### src/input_delay_params.svh
// Offsets, field ranges, reset values and tap figures for the input delay block
`ifndef INPUT_DELAY_PARAMS_SVH
`define INPUT_DELAY_PARAMS_SVH

`define TAP_COUNT 32
`define TAP_W 5
`define TAP_ZERO 5'h00
`define TAP_STEP_PS 105
`define CLK_PERIOD_PS 4000
`define TAP_STEP_CYCLES (((`TAP_STEP_PS + `CLK_PERIOD_PS - 1) / `CLK_PERIOD_PS))

`define ADDR_W 12
`define REG_CTRL 12'h000
`define REG_STATUS 12'h004

`define CTRL_MODE_F 2:0
`define CTRL_TAP_F 12:8
`define CTRL_RX_BIT 16
`define CTRL_DYN_BIT 17

`define STAT_STATIC_F 4:0
`define STAT_DYN_F 12:8
`define STAT_CODE_F 20:16
`define STAT_DYN_BIT 24
`define STAT_BYPASS_BIT 25

`define MANUAL_TAP_RST 5'h00
`define RX_RST 1'b1
`define DYN_RST 1'b0
`define CODE_RST 5'h00

`define TAPS_ZERO_HOLD 5'h10
`define TAPS_SCLK_ALIGNED 5'h08
`define TAPS_SCLK_CENTERED 5'h00
`define TAPS_ECLK_ALIGNED 5'h04
`define TAPS_ECLK_CENTERED 5'h00

`endif

### src/input_delay_pkg.sv
// Types shared by the input delay block
package input_delay_pkg;
	typedef enum logic [2:0]
	{
		mode_manual,
		mode_sclk_zero_hold,
		mode_sclk_aligned,
		mode_sclk_centered,
		mode_eclk_aligned,
		mode_eclk_centered,
		mode_bypass
	} delay_mode_t;

	typedef struct packed
	{
		logic psel;
		logic penable;
		logic pwrite;
		logic [11:0] paddr;
		logic [31:0] pwdata;
	} apb_req_t;

	typedef struct packed
	{
		logic [31:0] prdata;
		logic pready;
		logic pslverr;
	} apb_rsp_t;
endpackage

### src/tap_delay_line.sv
// Tap delay line: one clock stage per tap, registered tap output
`timescale 1ns/1ps
`include "input_delay_params.svh"

module tap_delay_line
(
	input wire logic clk_in,
	input wire logic reset_n_in,
	input wire logic data_in,
	input wire logic [`TAP_W-1:0] taps_in,
	output logic data_out
);
	logic [`TAP_COUNT-2:0] stages;
	logic [`TAP_W-1:0] prev_tap;
	logic picked;

	assign prev_tap = taps_in - `TAP_W'(1);
	// Tap zero takes the input itself, so it has the least insertion delay
	assign picked = (taps_in == `TAP_ZERO) ? data_in : stages[prev_tap];

	genvar i;
	generate
		for (i = 0; i < `TAP_COUNT - 1; i++)
		begin : g_stage
			always_ff @(posedge clk_in)
			begin
				if (!reset_n_in)
					stages[i] <= 1'b0;
				else if (i == 0)
					stages[i] <= data_in;
				else
					stages[i] <= stages[(i == 0) ? 0 : i - 1];
			end
		end
	endgenerate

	always_ff @(posedge clk_in)
	begin
		if (!reset_n_in)
			data_out <= 1'b0;
		else
			data_out <= picked;
	end
endmodule

### src/input_data_delay_taps.sv
// Input data delay taps: static and dynamic data delay, clock slave delay, APB registers
`timescale 1ns/1ps
`include "input_delay_params.svh"

// What this block does
// - Optional 32-tap static delay before capture
// - Each static tap adds one step
// - Seven static modes including bypass, manual is default
// - Manual mode applies tap value 0..31
// - Preset modes fix taps by interface
// - Static delay only on receive paths
// - Bottom side offers dynamic 5-bit delay
// - Each dynamic tap adds one step
// - Slave cell shifts clock ninety degrees
// - Slave delay follows strobe DLL code
// - Code changes only while update low
module input_data_delay_taps
#(
	parameter bit BOTTOM_SIDE = 1'b1
)
(
	input wire logic clk_in,
	input wire logic reset_n_in,
	input wire input_delay_pkg::apb_req_t apb_in,
	output input_delay_pkg::apb_rsp_t apb_out,
	input wire logic data_pad_in,
	input wire logic [`TAP_W-1:0] tap_select_bits_in,
	input wire logic slave_clock_in,
	input wire logic [`TAP_W-1:0] dll_delay_code_in,
	input wire logic code_update_n_in,
	output logic delayed_data_out,
	output logic slave_clock_out
);
	input_delay_pkg::delay_mode_t delay_mode_select;
	logic [`TAP_W-1:0] manual_tap_value;
	logic rx_path;
	logic dyn_request;
	logic [`TAP_W-1:0] held_code;
	logic [31:0] prdata;
	logic pad_s1, pad_s2, pad_s3, pad_level;
	logic clk_s1, clk_s2, clk_s3, clk_level;
	logic line_q;

	// Preset tap count for each interface type
	function automatic logic [`TAP_W-1:0] preset_taps(input input_delay_pkg::delay_mode_t m);
		unique case (m)
			input_delay_pkg::mode_sclk_zero_hold: preset_taps = `TAPS_ZERO_HOLD;
			input_delay_pkg::mode_sclk_aligned: preset_taps = `TAPS_SCLK_ALIGNED;
			input_delay_pkg::mode_sclk_centered: preset_taps = `TAPS_SCLK_CENTERED;
			input_delay_pkg::mode_eclk_aligned: preset_taps = `TAPS_ECLK_ALIGNED;
			input_delay_pkg::mode_eclk_centered: preset_taps = `TAPS_ECLK_CENTERED;
			input_delay_pkg::mode_manual,
			input_delay_pkg::mode_bypass: preset_taps = `TAP_ZERO;
			default: preset_taps = `TAP_ZERO;
		endcase
	endfunction

	function automatic logic legal_mode(input logic [2:0] code);
		legal_mode = code <= 3'(input_delay_pkg::mode_bypass);
	endfunction

	// APB decode
	wire logic access = apb_in.psel && apb_in.penable;
	wire logic setup = apb_in.psel && !apb_in.penable;
	wire logic hit_ctrl = apb_in.paddr == `REG_CTRL;
	wire logic hit_status = apb_in.paddr == `REG_STATUS;
	wire logic hit = hit_ctrl || hit_status;
	wire logic ctrl_write = access && apb_in.pwrite && hit_ctrl;
	wire logic [2:0] wr_mode = apb_in.pwdata[`CTRL_MODE_F];

	// Path selection
	// Dynamic taps on bottom side
	wire logic use_dyn = BOTTOM_SIDE && dyn_request;
	wire logic manual_sel = delay_mode_select == input_delay_pkg::mode_manual;
	wire logic static_bypass = !rx_path || delay_mode_select == input_delay_pkg::mode_bypass;
	wire logic direct_path = static_bypass && !use_dyn;
	wire logic [`TAP_W-1:0] static_taps = !rx_path ? `TAP_ZERO :
		(manual_sel ? manual_tap_value : preset_taps(delay_mode_select));
	wire logic [`TAP_W-1:0] line_taps = use_dyn ? tap_select_bits_in : static_taps;

	wire logic [31:0] status_word = {6'h00, static_bypass, use_dyn, 3'h0, held_code,
		3'h0, tap_select_bits_in & {`TAP_W{use_dyn}}, 3'h0, static_taps};
	wire logic [31:0] ctrl_word = {14'h0000, dyn_request, rx_path, 3'h0, manual_tap_value,
		5'h00, delay_mode_select};

	assign apb_out.prdata = prdata;
	assign apb_out.pready = 1'b1;
	assign apb_out.pslverr = access && !hit;

	always_ff @(posedge clk_in)
	begin
		if (!reset_n_in)
		begin
			delay_mode_select <= input_delay_pkg::mode_manual;
			manual_tap_value <= `MANUAL_TAP_RST;
			rx_path <= `RX_RST;
			dyn_request <= `DYN_RST;
		end
		else if (ctrl_write)
		begin
			if (legal_mode(wr_mode))
				delay_mode_select <= input_delay_pkg::delay_mode_t'(wr_mode);
			manual_tap_value <= apb_in.pwdata[`CTRL_TAP_F];
			rx_path <= apb_in.pwdata[`CTRL_RX_BIT];
			dyn_request <= apb_in.pwdata[`CTRL_DYN_BIT];
		end
	end

	// Read data captured in the setup phase
	always_ff @(posedge clk_in)
	begin
		if (!reset_n_in)
			prdata <= 32'h00000000;
		else if (setup && !apb_in.pwrite)
			prdata <= hit_ctrl ? ctrl_word : (hit_status ? status_word : 32'h00000000);
	end

	// Pad synchronisers: a change counts once stages two and three agree
	always_ff @(posedge clk_in)
	begin
		if (!reset_n_in)
		begin
			{pad_s1, pad_s2, pad_s3, pad_level} <= 4'h0;
			{clk_s1, clk_s2, clk_s3, clk_level} <= 4'h0;
		end
		else
		begin
			pad_s1 <= data_pad_in;
			pad_s2 <= pad_s1;
			pad_s3 <= pad_s2;
			clk_s1 <= slave_clock_in;
			clk_s2 <= clk_s1;
			clk_s3 <= clk_s2;
			if (pad_s2 == pad_s3)
				pad_level <= pad_s3;
			if (clk_s2 == clk_s3)
				clk_level <= clk_s3;
		end
	end

	// Code is held unless the update control is low
	always_ff @(posedge clk_in)
	begin
		if (!reset_n_in)
			held_code <= `CODE_RST;
		else if (!code_update_n_in)
			held_code <= dll_delay_code_in;
	end

	// Shared data delay line, static or dynamic taps
	tap_delay_line u_data_line
	(
		.clk_in(clk_in),
		.reset_n_in(reset_n_in),
		.data_in(pad_level),
		.taps_in(line_taps),
		.data_out(line_q)
	);

	// Slave clock delayed by the quarter-period code
	tap_delay_line u_clock_line
	(
		.clk_in(clk_in),
		.reset_n_in(reset_n_in),
		.data_in(clk_level),
		.taps_in(held_code),
		.data_out(slave_clock_out)
	);

	// Transmit setting and bypass mode skip the line when dynamic taps are off
	always_ff @(posedge clk_in)
	begin
		if (!reset_n_in)
			delayed_data_out <= 1'b0;
		else
			delayed_data_out <= direct_path ? pad_level : line_q;
	end
endmodule

### config.mk
export PLATFORM = sky130hd
export DESIGN_NAME = input_data_delay_taps
export DESIGN_NICKNAME = d
export VERILOG_FILES = /design/src/input_delay_pkg.sv /design/src/tap_delay_line.sv /design/src/input_data_delay_taps.sv
export VERILOG_INCLUDE_DIRS = /design/src
export SDC_FILE = /design/constraint.sdc
export NUM_CORES = 1
export LEC_CHECK = 0
export ABC_AREA = 1
export BUFFER_PORTS_ARGS = -buffer_cell sky130_fd_sc_hd__buf_2
export CAP_MARGIN = 10
export CELL_PAD_IN_SITES_DETAIL_PLACEMENT = 0
export CELL_PAD_IN_SITES_GLOBAL_PLACEMENT = 1
export CORE_ASPECT_RATIO = 0.7
export CORE_UTILIZATION = 38
export CTS_CLUSTER_DIAMETER = 100
export CTS_CLUSTER_SIZE = 14
export DETAILED_ROUTE_END_ITERATION = 7
export GPL_TIMING_DRIVEN = 0
export PLACE_DENSITY = 0.83
export SYNTH_ARGS = -nofsm -noshare
export SYNTH_HDL_FRONTEND = slang
export SYNTH_HIERARCHICAL = 1
export SYNTH_SLANG_ARGS = --single-unit
### constraint.sdc
create_clock -name clk_in -period 2.4 [get_ports clk_in]
set_input_delay 0.12 -clock clk_in [delete_from_list [all_inputs] [get_ports clk_in]]
set_output_delay 0.12 -clock clk_in [all_outputs]
set_load 0.03 [all_outputs]
==> results of run 1 <==
[final timing paths]
path	startpoint	endpoint	slack [ps]
worst max register to register	delay_mode_select[1]$_SDFFE_PN0P_	u_data_line/data_out$_SDFF_PN0_	200
worst min-delay path	dll_delay_code_in[1]	held_code[1]$_SDFFE_PN0N_	20
worst min register to register	u_data_line/stages[1]$_SDFF_PN0_	u_data_line/stages[2]$_SDFF_PN0_	420
worst max-delay path	delay_mode_select[1]$_SDFFE_PN0P_	u_data_line/data_out$_SDFF_PN0_	200
[state kept, by name, summed over array words and instances (netlist names), 3 cells and up]
| register | cells |
|---|---|
| prdata | 17 |
| u_data_line/stages | 31 |
| manual_tap_value | 5 |
| held_code | 5 |
| u_clock_line/stages | 31 |
| delay_mode_select | 3 |
[cells in the final DEF, fill, tap and decap left out, types with 3 or more instances in the layout]
cell type and instances:
buf_6 7, nand4_1 6, clkbuf_1 9, buf_2 64
o21bai_1 5, clkinvlp_4 4, nand2_2 6, dfxtp_1 102
a21oi_1 15, nand2_1 227, buf_4 31, nor2_1 37
conb_1 16, nor2_2 3, inv_6 4, o21a_1 4
nor2_4 3, inv_1 146, nand3_1 72, clkbuf_16 10
dlygate4sd3_1 4, o21ai_0 17, nand3_2 5
[worst min-delay path: cells and delay by family]
| family | cells | cell delay [ps] |
|---|---|---|
| buffers and inverters | 1 | 80 |
| AO/OA/AOI/OAI | 1 | 60 |
| AND/OR/NAND/NOR | 1 | 70 |
[logic make-up (layout without fill, tap and decap cells)]
family          after synthesis  count (layout)  share of synthesized area
flops                       105             105                      0.434
other cells                   2              16                    0.00155
compound gates               41              41                     0.0470
simple gates                367             367                      0.325
xor+xnor                      4               4                    0.00724
buf+inv                     193             284                      0.180
fa+ha+maj                     2               2                    0.00517
[cell type report]
| cell class | count | area (um^2) |
|---|---|---|
| Clock buffer | 9 | 225 |
| Fill cell | 1302 | 6500 |
| Multi-Input combinational cell | 430 | 1990 |
| Buffer | 40 | 288 |
| Clock inverter | 7 | 62.6 |
| Timing Repair Buffer | 77 | 458 |
| Sequential cell | 105 | 2110 |
| Inverter | 151 | 586 |
| Tap cell | 162 | 203 |
[synth_stat cells, types with 5 or more instances]
cell type,number,area share
nand2_1,228,0.18
buf_2,6,0.0062
o21ai_0,17,0.018
buf_4,18,0.028
dfxtp_1,105,0.43
clkbuf_1,10,0.0078
nand4_1,6,0.0078
buf_6,8,0.019
nand2_2,5,0.0065
nor2_1,40,0.031
inv_1,148,0.11
nand3_1,74,0.077
o21bai_1,5,0.0078
a21oi_1,15,0.016
[power by group through the flow]
stage,sequential (uW),clock [uW],combinational (uW)
2_1_floorplan,1830,0,210
3_3_place_gp,1810,0,321
3_5_place_dp,1810,0,323
4_1_cts,1770,1490,330
5_1_grt,1770,1550,368
6_report,1770,1440,329
[what timing repair did]
action / 4_1_cts / 5_1_grt
setup buffers: 5 / 8
endpoints found under the hold margin: 4 / 0
gates resized for setup: 11 / 13
gates cloned: 0 / 1
hold buffers: 4 / 0
endpoints found under the setup margin: 1 / 1
pin swaps: 2 / 4
[per-stage QoR]
stage / cell area, um^2 / total power, uW / std cells / TNS (ps) / hold WS, ps
global route: 5920 / 3690 / 981 / 0 / 15.7
global placement: 5390 / 2140 / 949 / -354 / 302
CTS: 5790 / 3590 / 973 / 0 / 6.96
finish: 5920 / 3540 / 981 / 0 / 20.4
floorplan: 4890 / 2040 / 728 / 0 / 218
detailed placement: 5390 / 2140 / 949 / -387 / 307
[per-layer routing]
metal,vias to the layer above,track usage
li1,2295,-
met1,1915,0.251
met2,101,0.271
met3,15,0.0360
met4,0,0.0668
met5,-,0
==> flow_metrics.tcl, run 1 <==
set metrics [dict create \
    syn_avg_cell_area_um2 6.78 \
    h-tree-depth 3 \
    period_share 0.917 \
    cts_tree "done" \
    wl_met2_um 4640 \
    cp_cell_sequence "nor2_4, nand3_2, buf_4, nor2_2, nand2_1, nand2_1, inv_1, ha_4, buf_8, inv_6, nand3_1, nand3_1, nand3_1, nand2_1, nand2_1, nand3_1, nand2_1, inv_1" \
    finalHoldViolCount 0 \
    crit_path_top_delay_cell "dfxtp_4" \
    clock_sinks 105 \
    wl_met1_um 5740 \
    num_io_pins 98 \
    fin_util 0.476 \
    wire_per_inst_um 11.3 \
    p_switching_uw 941 \
    met3_length_um 471 \
    status "completed" \
    hold_depth 3 \
    row_count 34 \
    async_reset_ff_frac 0 \
    hp-class "in2reg" \
    critical_path_class "reg2reg" \
    switching_share 0.266 \
    critPathTopFamily "simple AND/OR/NAND/NOR gates" \
    diodes 0 \
    antenna_found_initial 0 \
    track_usage 0.179 \
    drt_iter0_markers 207 \
    required_ps 2660 \
    grt_pass1_vias 3814 \
    post-dp-hpwl_um 8220 \
    post-route-min-period_ps 2200 \
    rr_worst_depth 18 \
    highest_layer "met4" \
    die_w_um 137 \
    die_h_um 96.4 \
    p_per_area_nw_per_um2 598 \
    fmax_mhz 455 \
    cp_num_buf_inv 5 \
    dieArea_um2 13200 \
    crit_path_max_incr_delay_ps 370 \
    cts_made_buffers 9 \
    coreArea_um2 12400 \
    grt_start_max_net_pins 20 \
    seq_power_share 0.500 \
    clk_latency_ps 350 \
    combPwrFrac 0.093 \
    grt_pass1_wl_um 18300 \
    dr_total_vias 4326 \
    viasPerCell 4.41 \
    path_clk_slew_ps 80 \
    cts_root_buf "clkbuf_16" \
    startpoint_type "register" \
    gp_congestion 0.865 \
    crit_fanout 8 \
    pre_cts_ws_ps -387 \
    clkPwrFrac 0.407 \
    path_depth 18 \
    yosysSeqAreaShare 0.434 \
    ys_types 30 \
    clock_skew_ps 6.72 \
    netlist_area_um2 4840 \
    p_leak_uw 0.00331 \
    worst_slack_ps 200 \
    wirelength_um 11100 \
    drt_first_pass_iters 5 \
    syn-instance-count 714 \
    area_delta_synth_final_pct 22.3 \
    drive_above_1_share 0.184 \
    fin_nets 878 \
    maxCapViolations 0 \
    intPower_uw 2600 \
    end_kind "register" \
    yosys_warnings 6 \
    portBuffers 59 \
    grt_overflow_total 0 \
    setup-violations-final 0 \
    slew_viol_final 0 \
    initial_utilization 0.390 \
    drtAntennaViolNets 0 \
    cts_buffer_depth 2 \
    drc 0 \
    crit_arrival_ps 2460 \
    synthFlopType "dfxtp_1" \
    rsz0062_at_grt "no" \
    crit_top_cell "nand2_1" \
    peakVddDrop_mv 0.325 \
    ys_ff_latch 105 \
    synth_edf_count 0 \
]
Power figures use the tool's default switching activity.
==> inputs of run 2 (changes only) <==
--- a/config.mk
+++ b/config.mk
@@ -8,7 +8,6 @@
 export LEC_CHECK = 0
 export ABC_AREA = 1
 export BUFFER_PORTS_ARGS = -buffer_cell sky130_fd_sc_hd__buf_2
-export CAP_MARGIN = 10
 export CELL_PAD_IN_SITES_DETAIL_PLACEMENT = 0
 export CELL_PAD_IN_SITES_GLOBAL_PLACEMENT = 1
 export CORE_ASPECT_RATIO = 0.7
@@ -18,6 +17,7 @@
 export DETAILED_ROUTE_END_ITERATION = 7
 export GPL_TIMING_DRIVEN = 0
 export PLACE_DENSITY = 0.83
+export RECOVER_POWER = 100
 export SYNTH_ARGS = -nofsm -noshare
 export SYNTH_HDL_FRONTEND = slang
 export SYNTH_HIERARCHICAL = 1
==> flow_metrics.tcl, run 2 (synthesis results as in run 1) <==
set metrics [dict create \
    fin_nets 878 \
    crit_arrival_ps 2460 \
    startpoint_type "register" \
    final_cell_mix "227 x nand2_1, 146 x inv_1, 102 x dfxtp_1, 72 x nand3_1, 43 x buf_2" \
    initial_utilization 0.390 \
    die_h_um 96.4 \
    path_clk_slew_ps 80 \
    clkPwrFrac 0.407 \
    slew_viol_final 0 \
    cts_root_buf "clkbuf_16" \
    met3_length_um 512 \
    p_switching_uw 937 \
    coreArea_um2 12400 \
    rsz0062_at_grt "no" \
    gp_congestion 0.865 \
    grt_overflow_total 0 \
    post-route-min-period_ps 2210 \
    crit_fanout 8 \
    clock_skew_ps 6.44 \
    slew_headroom 0.432 \
    r2r-start "delay_mode_select[1]$_SDFFE_PN0P_" \
    highest_layer "met4" \
    grt_pass1_wl_um 18300 \
    num_io_pins 98 \
    pre_cts_ws_ps -387 \
    cts_tree "done" \
    dieArea_um2 13200 \
    clk_latency_ps 350 \
    maxCapViolations 0 \
    p_per_area_nw_per_um2 601 \
    worst_slack_ps 188 \
    drtAntennaViolNets 0 \
    drc 0 \
    diodes 0 \
    cts_buffer_depth 2 \
    wire_per_inst_um 11.3 \
    ff2ff_setup_slack_ps 190 \
    tightest_slew_ps 852 \
    p_leak_uw 0.00322 \
    drt_iter0_markers 202 \
    fmax_mhz 452 \
    clock_sinks 105 \
    reg_top3 "u_clock_line/stages: 31 flops, u_data_line/stages: 31 flops, prdata: 17 flops" \
    period_share 0.922 \
    antenna_found_initial 0 \
    holdPathEnd "held_code[1]$_SDFFE_PN0N_" \
    seq_power_share 0.501 \
    fin_tns_setup_ps 0 \
    critical_path_class "reg2reg" \
    hp-start "dll_delay_code_in[1]" \
    grt_start_max_net_pins 20 \
    wirelength_um 11100 \
    layout_commonest_cell "nand2_1" \
    setup-violations-final 0 \
    switching_share 0.265 \
    combPwrFrac 0.092 \
    wl_met2_um 4610 \
    portBuffers 59 \
    h-tree-depth 3 \
    end_kind "register" \
    intPower_uw 2600 \
    drt_first_pass_iters 4 \
    hp-class "in2reg" \
    area_delta_synth_final_pct 21.5 \
    peakVddDrop_mv 0.320 \
    post-dp-hpwl_um 8220 \
    drive_above_1_share 0.156 \
    grt_pass1_vias 3814 \
    hold_depth 3 \
    reg2reg_to "u_data_line/data_out$_SDFF_PN0_" \
    rr_worst_depth 18 \
    status "completed" \
    row_count 34 \
    track_usage 0.179 \
    wl_met1_um 5740 \
    viasPerCell 4.39 \
    finalHoldViolCount 0 \
    cts_made_buffers 9 \
    required_ps 2650 \
    die_w_um 137 \
    dr_total_vias 4304 \
]
## run 2: cell types whose count changed in the layout (fill, tap and decap cells not counted)
cell	before	now
nor2_1	37	38
nor2_4	3	2
buf_2	64	43
buf_4	31	30
clkbuf_1	9	31
## run 2: metal layers
layer	vias up	GRT usage
li1	2291	-
met1	1895	0.251
met2	102	0.271
met3	16	0.0360
met4	0	0.0668
met5	-	0
## run 2: worst max-delay path by stage
| stage | end | startpoint | cells after the start |
|---|---|---|---|
| floorplan | u_data_line/data_out$_SDFF_PN0_ | delay_mode_select[0]$_SDFFE_PN0P_ | 19 |
| global placement | u_data_line/data_out$_SDFF_PN0_ | dyn_request$_SDFFE_PN0P_ | 18 |
| detailed placement | u_data_line/data_out$_SDFF_PN0_ | dyn_request$_SDFFE_PN0P_ | 18 |
| CTS | u_data_line/data_out$_SDFF_PN0_ | delay_mode_select[1]$_SDFFE_PN0P_ | 17 |
| global route | u_data_line/data_out$_SDFF_PN0_ | delay_mode_select[1]$_SDFFE_PN0P_ | 18 |
| finish | u_data_line/data_out$_SDFF_PN0_ | delay_mode_select[1]$_SDFFE_PN0P_ | 18 |
## run 2: layout make-up
type / instances / area [um^2]
sequential: 105 / 2110
timing repair buffer: 77 / 433
fill: 1308 / 6540
buffer: 40 / 283
multi-input combinational: 430 / 1980
tap: 162 / 203
clock buffer: 9 / 225
clock inverter: 7 / 62.6
inverter: 151 / 586
## run 2: power groups by stage
| stage | sequential [uW] | clock (uW) | combinational, uW |
|---|---|---|---|
| 3_3_place_gp | 1810 | 0 | 321 |
| 5_1_grt | 1770 | 1550 | 363 |
| 4_1_cts | 1770 | 1490 | 330 |
| 6_report | 1770 | 1440 | 324 |
| 3_5_place_dp | 1810 | 0 | 323 |
| 2_1_floorplan | 1830 | 0 | 210 |
## run 2: worst max-delay path, cell delays in order, from the launching register on
cell     delay (ps)
dfxtp_4         370
nor2_4          120
nand3_2          90
buf_4           150
nor2_2           90
nand2_1          60
nand2_1          80
inv_1           110
ha_4            310
buf_8           120
inv_6            50
nand3_1          60
nand3_1          90
nand3_1          90
nand2_1          70
nand2_1          60
nand3_1          70
nand2_1          60
inv_1            50
## run 2: stage by stage
stage / area, um^2 / utilization / total power (uW) / hold slack [ps] / std cells
floorplan: 4890 / - / 2040 / 218 / 728
global placement: 5390 / 0.434 / 2140 / 302 / 949
detailed placement: 5390 / 0.434 / 2140 / 307 / 949
CTS: 5790 / 0.466 / 3590 / 6.96 / 973
global route: 5880 / 0.473 / 3690 / 15.7 / 981
finish: 5880 / 0.473 / 3530 / 23.2 / 981
## run 2: repair_timing
| action | in CTS | in global routing |
|---|---|---|
| hold endpoints to repair | 4 | 0 |
| cloned | 0 | 1 |
| hold buffers | 4 | 0 |
| resized for setup | 11 | 13 |
| buffers inserted | 5 | 8 |
| pin swaps | 2 | 4 |
| endpoints found under the setup margin | 1 | 1 |
